===== config.mk =====
export PLATFORM = sky130hd
export DESIGN_NAME = dasr_readout
export DESIGN_NICKNAME = d
export VERILOG_FILES = /design/src/dasr_pkg.sv /design/src/dasr_fifo_if.sv /design/src/dasr_fifo.sv /design/src/dasr_readout.sv
export SDC_FILE = /design/constraint.sdc
export NUM_CORES = 1
export LEC_CHECK = 0
export ABC_CLOCK_PERIOD_IN_PS = 3500
export BUFFER_PORTS_ARGS = -buffer_cell sky130_fd_sc_hd__buf_2
export CELL_PAD_IN_SITES_DETAIL_PLACEMENT = 0
export CELL_PAD_IN_SITES_GLOBAL_PLACEMENT = 1
export CORE_MARGIN = 5
export CORE_UTILIZATION = 45
export CTS_BUF_LIST = sky130_fd_sc_hd__clkbuf_16
export CTS_CLUSTER_DIAMETER = 200
export CTS_CLUSTER_SIZE = 10
export DETAILED_ROUTE_END_ITERATION = 7
export PLACE_DENSITY = 0.75
export SLEW_MARGIN = 20
export SYNTH_ARGS = -nofsm -noshare
export SYNTH_HDL_FRONTEND = slang
export SYNTH_HIERARCHICAL = 1
export SYNTH_SLANG_ARGS = --single-unit

===== constraint.sdc =====
create_clock -name core_clk -period 3.5 [get_ports core_clk]
set_clock_uncertainty 0.05 [all_clocks]
set_input_delay 0.7 -clock core_clk [delete_from_list [all_inputs] [get_ports core_clk]]
set_output_delay 0.7 -clock core_clk [all_outputs]
set_load 0.01 [all_outputs]

===== src/dasr_pkg.sv =====
`default_nettype none
package dasr_pkg;
  localparam int SAMPLE_W = 12;
  localparam int LEAD_W = 4;
  localparam int FRAME_BITS = 16;
  localparam int FIFO_DEPTH = 32;
  localparam int WORD_W = 2 * SAMPLE_W;
  localparam int BIT_CNT_W = 4;
  // Bits still to send after the first one, counted on serial clock falls
  localparam logic [BIT_CNT_W-1:0] BITS_AFTER_FIRST = 4'hF;
  localparam logic [BIT_CNT_W-1:0] LAST_LEAD_LEFT = 4'hC;
  // Fastest sample pair rate: one pair per microsecond
  localparam int SAMPLE_PERIOD_NS = 1000;
  localparam int CLK_PERIOD_NS = 10;
  localparam int PACE_CYC = SAMPLE_PERIOD_NS / CLK_PERIOD_NS;
  localparam int PACE_W = 7;
  localparam logic [PACE_W-1:0] PACE_RELOAD = 7'(PACE_CYC - 1);
  localparam logic [PACE_W-1:0] PACE_ZERO = 7'h00;
  localparam logic [2:0] SYNC_IDLE = 3'h7;
  typedef enum logic [0:0] {
    DASR_IDLE = 1'b0,
    DASR_SHIFT = 1'b1
  } dasr_state_t;
endpackage : dasr_pkg
`default_nettype wire


===== src/dasr_fifo_if.sv =====
`default_nettype none
interface dasr_fifo_if #(parameter int WIDTH = 24);
  logic [WIDTH-1:0] wdata;
  logic wvalid;
  logic wready;
  logic [WIDTH-1:0] rdata;
  logic rvalid;
  logic rready;
  modport fifo (input wdata, input wvalid, output wready,
                output rdata, output rvalid, input rready);
  modport user (output wdata, output wvalid, input wready,
                input rdata, input rvalid, output rready);
endinterface : dasr_fifo_if
`default_nettype wire


===== src/dasr_fifo.sv =====
`default_nettype none
module dasr_fifo #(
  parameter int WIDTH = 24,
  parameter int DEPTH = 32
) (
  input wire logic core_clk,
  input wire logic sys_rst,
  dasr_fifo_if.fifo port
);
  localparam int AW = $clog2(DEPTH);
  localparam logic [AW:0] DEPTH_C = (AW + 1)'(DEPTH);
  logic [WIDTH-1:0] mem [DEPTH];
  logic [AW-1:0] wptr, rptr, next_wptr, next_rptr;
  logic [AW:0] count, next_count;
  logic not_full, next_not_full;
  logic push, pop;

  // Ready is a flop so that full is exact and needs no comparator at the port
  always_comb begin
    push = port.wvalid && not_full;
    pop = port.rready && (count != '0);
    next_wptr = push ? wptr + 1'b1 : wptr;
    next_rptr = pop ? rptr + 1'b1 : rptr;
    next_count = count + (AW + 1)'(push) - (AW + 1)'(pop);
    next_not_full = next_count != DEPTH_C;
  end

  always_ff @(posedge core_clk) begin
    if (sys_rst) begin
      wptr <= '0;
      rptr <= '0;
      count <= '0;
      not_full <= 1'b1;
    end else begin
      wptr <= next_wptr;
      rptr <= next_rptr;
      count <= next_count;
      not_full <= next_not_full;
    end
  end

  always_ff @(posedge core_clk) begin
    if (push) begin
      mem[wptr] <= port.wdata;
    end
  end

  assign port.wready = not_full;
  assign port.rvalid = count != '0;
  assign port.rdata = mem[rptr];
endmodule : dasr_fifo
`default_nettype wire


===== src/dasr_readout.sv =====
//----------------------------------------------------------------------
// Contract
// - Two serial data lines, one per channel, outputs only.
// - Frame is 16 serial clocks: four zeros, then twelve result bits.
// - Result bits leave most significant first, least significant last.
// - First leading zero appears on chip select fall, before any clock.
// - Each later bit is updated on a serial clock falling edge.
// - Both channels sampled together, up to one million pairs per second.
//----------------------------------------------------------------------
`default_nettype none
module dasr_readout #(
  parameter int SAMPLE_W = dasr_pkg::SAMPLE_W,
  parameter int FIFO_DEPTH = dasr_pkg::FIFO_DEPTH
) (
  input wire logic core_clk,
  input wire logic sys_rst,
  input wire logic chip_select_n_pin,
  input wire logic serial_clock_pin,
  input wire logic [SAMPLE_W-1:0] channel_one_analog_in,
  input wire logic [SAMPLE_W-1:0] channel_two_analog_in,
  input wire logic sample_valid,
  output logic sample_ready,
  output logic channel_one_serial_out,
  output logic channel_two_serial_out,
  output logic frame_underrun
);
  localparam int WORD_W = 2 * SAMPLE_W;
  localparam int SH_W = dasr_pkg::FRAME_BITS;

  //--------------------------------------------------------------------
  // Pin synchronisers
  //--------------------------------------------------------------------
  // Three stages each; the filtered level moves only when stages two and
  // three agree, so a single-cycle glitch on a pin is never taken.
  logic [2:0] cs_sync, sck_sync, next_cs_sync, next_sck_sync;
  logic cs_level, sck_level, next_cs_level, next_sck_level;
  logic cs_fall, cs_rise, sck_fall;

  always_comb begin
    next_cs_sync = {cs_sync[1:0], chip_select_n_pin};
    next_sck_sync = {sck_sync[1:0], serial_clock_pin};
    next_cs_level = (cs_sync[1] == cs_sync[2]) ? cs_sync[2] : cs_level;
    next_sck_level = (sck_sync[1] == sck_sync[2]) ? sck_sync[2] : sck_level;
    cs_fall = cs_level && !next_cs_level;
    cs_rise = !cs_level && next_cs_level;
    sck_fall = sck_level && !next_sck_level;
  end

  always_ff @(posedge core_clk) begin
    if (sys_rst) begin
      cs_sync <= dasr_pkg::SYNC_IDLE;
      sck_sync <= dasr_pkg::SYNC_IDLE;
      cs_level <= 1'b1;
      sck_level <= 1'b1;
    end else begin
      cs_sync <= next_cs_sync;
      sck_sync <= next_sck_sync;
      cs_level <= next_cs_level;
      sck_level <= next_sck_level;
    end
  end

  //--------------------------------------------------------------------
  // Sample intake and pacing
  //--------------------------------------------------------------------
  dasr_fifo_if #(.WIDTH(WORD_W)) fifo_bus ();

  dasr_fifo #(.WIDTH(WORD_W), .DEPTH(FIFO_DEPTH)) u_fifo (
    .core_clk(core_clk),
    .sys_rst(sys_rst),
    .port(fifo_bus.fifo)
  );

  // A holding register keeps sample_ready a flop; the pacing counter caps
  // the pair rate so the host never sees more than the converter's speed.
  logic hold_full, next_hold_full, next_ready, take, push;
  logic [WORD_W-1:0] hold_data, next_hold_data;
  logic [dasr_pkg::PACE_W-1:0] pace, next_pace;

  always_comb begin
    take = sample_valid && sample_ready;
    push = hold_full && fifo_bus.wready;
    next_hold_full = take || (hold_full && !push);
    next_hold_data = take ? {channel_two_analog_in, channel_one_analog_in}
                          : hold_data;
    if (take) begin
      next_pace = dasr_pkg::PACE_RELOAD;
    end else if (pace != dasr_pkg::PACE_ZERO) begin
      next_pace = pace - 1'b1;
    end else begin
      next_pace = pace;
    end
    next_ready = !next_hold_full && (next_pace == dasr_pkg::PACE_ZERO);
  end

  always_ff @(posedge core_clk) begin
    if (sys_rst) begin
      hold_full <= 1'b0;
      hold_data <= '0;
      pace <= dasr_pkg::PACE_ZERO;
      sample_ready <= 1'b0;
    end else begin
      hold_full <= next_hold_full;
      hold_data <= next_hold_data;
      pace <= next_pace;
      sample_ready <= next_ready;
    end
  end

  assign fifo_bus.wdata = hold_data;
  assign fifo_bus.wvalid = hold_full;

  //--------------------------------------------------------------------
  // Frame shifter
  //--------------------------------------------------------------------
  dasr_pkg::dasr_state_t state, next_state;
  logic [SH_W-1:0] shift_one, shift_two, next_shift_one, next_shift_two;
  logic [dasr_pkg::BIT_CNT_W-1:0] bits_left, next_bits_left;
  logic next_out_one, next_out_two, next_underrun, pop;

  always_comb begin
    next_state = state;
    next_shift_one = shift_one;
    next_shift_two = shift_two;
    next_bits_left = bits_left;
    next_out_one = channel_one_serial_out;
    next_out_two = channel_two_serial_out;
    next_underrun = 1'b0;
    pop = 1'b0;
    case (state)
      dasr_pkg::DASR_IDLE: begin
        next_out_one = 1'b0;
        next_out_two = 1'b0;
        if (cs_fall) begin
          // An empty queue sends an all-zero frame and flags it
          pop = fifo_bus.rvalid;
          next_underrun = !fifo_bus.rvalid;
          next_shift_one = {{dasr_pkg::LEAD_W{1'b0}},
            fifo_bus.rvalid ? fifo_bus.rdata[SAMPLE_W-1:0]
                            : {SAMPLE_W{1'b0}}};
          next_shift_two = {{dasr_pkg::LEAD_W{1'b0}},
            fifo_bus.rvalid ? fifo_bus.rdata[WORD_W-1:SAMPLE_W]
                            : {SAMPLE_W{1'b0}}};
          next_out_one = next_shift_one[SH_W-1];
          next_out_two = next_shift_two[SH_W-1];
          next_bits_left = dasr_pkg::BITS_AFTER_FIRST;
          next_state = dasr_pkg::DASR_SHIFT;
        end
      end
      dasr_pkg::DASR_SHIFT: begin
        if (cs_rise) begin
          next_state = dasr_pkg::DASR_IDLE;
          next_out_one = 1'b0;
          next_out_two = 1'b0;
        end else if (sck_fall) begin
          next_shift_one = {shift_one[SH_W-2:0], 1'b0};
          next_shift_two = {shift_two[SH_W-2:0], 1'b0};
          next_out_one = shift_one[SH_W-2];
          next_out_two = shift_two[SH_W-2];
          // Extra clocks past the sixteenth read zero, not stale data
          if (bits_left != '0) begin
            next_bits_left = bits_left - 1'b1;
          end
        end
      end
      default: begin
        next_state = dasr_pkg::DASR_IDLE;
      end
    endcase
  end

  always_ff @(posedge core_clk) begin
    if (sys_rst) begin
      state <= dasr_pkg::DASR_IDLE;
      shift_one <= '0;
      shift_two <= '0;
      bits_left <= '0;
      channel_one_serial_out <= 1'b0;
      channel_two_serial_out <= 1'b0;
      frame_underrun <= 1'b0;
    end else begin
      state <= next_state;
      shift_one <= next_shift_one;
      shift_two <= next_shift_two;
      bits_left <= next_bits_left;
      channel_one_serial_out <= next_out_one;
      channel_two_serial_out <= next_out_two;
      frame_underrun <= next_underrun;
    end
  end

  assign fifo_bus.rready = pop;
endmodule : dasr_readout
`default_nettype wire


==> results.yml <==
outcome:
  outcome: "completed"
power_and_ir_drop:
  power_per_cell_area_nw_per_um2: 554
  ir_drop_v: 0.000432
  p_total_mw: 21.0
  leakagePower_nw: 11.7
hold_path:
  hold_path_class: "in -> reg"
route:
  wl_met2_mm: 35.8
  met3WireLength_mm: 5.36
  drt-pass1-iter-count: 7
  ant_nets: 0
  routed.top_layer: "met4"
  drc_errors: 0
  routed_wl_mm: 73.8
  wl_met1_mm: 31.3
  drt_iter0_drc: 1826
  num_vias: 17500
  viasPerCell: 5.76
  wire_per_inst_um: 24.3
job:
  maxCapViolations: 0
floorplanning:
  die_h_um: 283
  core_sq_um: 74200
  std_cell_rows: 100
  dieWidth_um: 283
  io_pins: 33
  dieArea_sq_um: 80100
  initial_core_util: 0.452
global_routing:
  grt_pass1_wl_mm: 112
  grt_util_all_layers: 0.181
  grt_start_max_net_pins: 75
  grt_pass1_vias: 17700
  grt_antenna_before_repair: 0
  grt_overflow: 0
synth:
  synth-simple-area-share: 0.0498
  synth_top_family_by_area: "multiplexers"
  synth.avg_cell_area_sq_um: 17.6
  netlist_area_sq_um: 33600
  synth_compound_area_frac: 0.0506
  ys_async_sr_fraction: 0
  ys_ff_latch: 865
  netlist_instances: 1908
  synth.area.mux_share: 0.123
  synth-xor-area-share: 0.00391
  syn-num-nets: 1952
  seq_area_frac_synth: 0.745
  yosysWarningCount: 6
  synthAdderAreaFrac: 0.00582
  ys_types: 56
  ys.flop_type: "edfxtp_1"
  synth-edff-count: 768
sta:
  fin_crit_sh: 0.910
  setup_viol: 0
  min_period_ns: 3.18
  final-hold-violation-count: 0
  setup_slack_ns: 0.317
  clock.fmax_mhz: 314
  finalSetupTns_ns: 0
  slew_violations: 0
  rsz0062_at_grt: "no"
  slew-limit-headroom: 0.290
  worst_slew_pin_slew_ns: 1.06
layout:
  nets: 2033
  antennaDiodeCount: 0
  fillers: 5904
  drive_above_1_share: 0.181
  final_cells: 3032
  syn_to_final_growth_pct: 13.0
clock_tree:
  hold_buffers: 0
  cts_buffers: 96
  clk_pin_slew_ns: 0.06
  cts_resized: 0
  tritoncts: "built"
  root_buffer: "clkbuf_16"
  clk_latency_ns: 0.64
  post_cts_buffers: 0
  clockBufferDepth: 3
  h-tree-depth: 3
  clock_sinks: 865
place:
  dp_slack_ns: 0.245
  placed_cells: 2860
  hpwlAfterDp_mm: 42.9
  gp_congestion: 0.799
  portBuffers: 32
setup_path:
  crit_type: "reg -> reg"
  cp_slowest_stage_delay_ns: 0.44
  critPathMaxFanout: 6
  worstPathRequired_ns: 3.96
  end_kind: "flop"
  cp-start-kind: "flop"
  arrival_ns: 3.65
  path_common_cell: "inv_1"
  slowest_stage: "fa_1"
  crit_path_cell_trace: "inv_1, ha_1, nand4bb_1, nor2b_2, and4b_1, and2_2, nand2_1, o21ai_0, ha_1, inv_1, fa_1, inv_1, a21oi_1, o21ai_0, xnor2_1, nand4bb_1"
==> cell usage after synthesis (11+ instances only) <==
cell        n  area, sq um
nand4_1    29          181
a222oi_1   21          210
buf_2      42          210
a211oi_1   23          173
nor2_1     61          229
a21oi_1    86          430
a22oi_1    96          721
nand2_1    69          259
dfxtp_1    97         1940
nor2b_1    54          338
edfxtp_1  768        23100
mux2i_1   197         1970
inv_1      42          158
nand3_1    54          270
clkbuf_1   50          188
buf_6      11          124
ha_1       14          175
mux4_2     96         2160
==> report_power, final <==
group	switching, mW	total [mW]	internal (mW)
sequential	0.256	11.7	11.4
combinational	0.344	0.558	0.214
clock	3.77	8.80	5.02
==> logic make-up after synthesis <==
logic type               Yosys count
flip-flops                       865
AO/OA/AOI/OAI                    247
AND/OR/NAND/NOR                  320
XOR/XNOR                          15
multiplexers                     293
adder cells (fa/ha/maj)           15
buffers and inverters            153
==> worst max-delay path, delay by kind of cell (launching register included) <==
family / cells / cell delay (ns)
AOI/OAI and AO/OA: 3 / 0.37
xor gates and xnor gates: 1 / 0.17
adders and majority gates: 3 / 0.87
buffers and inverters: 3 / 0.21
DFF: 1 / 0.33
and+or+nand+nor: 6 / 1.05
==> layout by cell type, fill, tap and decap left out, types with 50 or more instances in the layout <==
| cell type | synthesis | layout |
|---|---|---|
| clkbuf_16 | 0 | 98 |
| dfxtp_1 | 97 | 76 |
| nor2b_1 | 54 | 50 |
| nand3_1 | 54 | 54 |
| mux4_2 | 96 | 96 |
| a21oi_1 | 86 | 86 |
| edfxtp_1 | 768 | 768 |
| a22oi_1 | 96 | 96 |
| mux2i_1 | 197 | 197 |
| buf_4 | 5 | 52 |
| inv_1 | 42 | 110 |
| nand2_1 | 69 | 69 |
==> layout make-up <==
| cell class | instances | area, sq um | share of cell area |
|---|---|---|---|
| flip-flops and latches | 865 | 25000 | 0.660 |
| clock inverters | 74 | 337 | 0.00888 |
| clock buffers | 98 | 2450 | 0.0647 |
| inverters | 42 | 158 | 0.00416 |
| repair buffers | 94 | 766 | 0.0202 |
| well taps | 969 | 1210 | 0.0320 |
| multi-input cells | 890 | 7950 | 0.210 |
==> path summary, 6_finish.rpt <==
| check | cells past startpoint | start | end | slack (ns) |
|---|---|---|---|---|
| hold reg to reg | 1 | sck_sync[0] | sck_sync[1] | 0.36 |
| setup / recovery | 16 | u_fifo/count[2] | u_fifo/port.wready | 0.32 |
| setup reg to reg | 16 | u_fifo/count[2] | u_fifo/port.wready | 0.32 |
| hold / removal | 2 | serial_clock_pin | sck_sync[0] | 0.19 |
==> routing by layer <==
metal / GRT usage / vias up
met5: 0 / -
met2: 0.299 / 598
met3: 0.0345 / 92
met1: 0.251 / 9043
met4: 0.0489 / 0
li1: - / 7738
==> registers in the layout (all words and copies together), names as in the netlist, 3 cells and up, named ones only <==
register and count:
u_fifo/wptr 5, sck_sync 3, fifo_bus.wdata 24, u_fifo/count 6, pace 7, u_fifo/mem 768, shift_two 15, u_fifo/rptr 5
cs_sync 3, shift_one 15
==> per-stage QoR <==
| stage | cell area [sq um] | hold slack, ns | util |
|---|---|---|---|
| floorplan | 33600 | 0.339 | - |
| global placement | 35100 | 0.342 | 0.473 |
| detailed placement | 35100 | 0.354 | 0.473 |
| CTS | 37900 | 0.161 | 0.511 |
| global route | 37900 | 0.183 | 0.511 |
| finish | 37900 | 0.195 | 0.511 |
No activity file was read; power rests on OpenSTA's default activity.
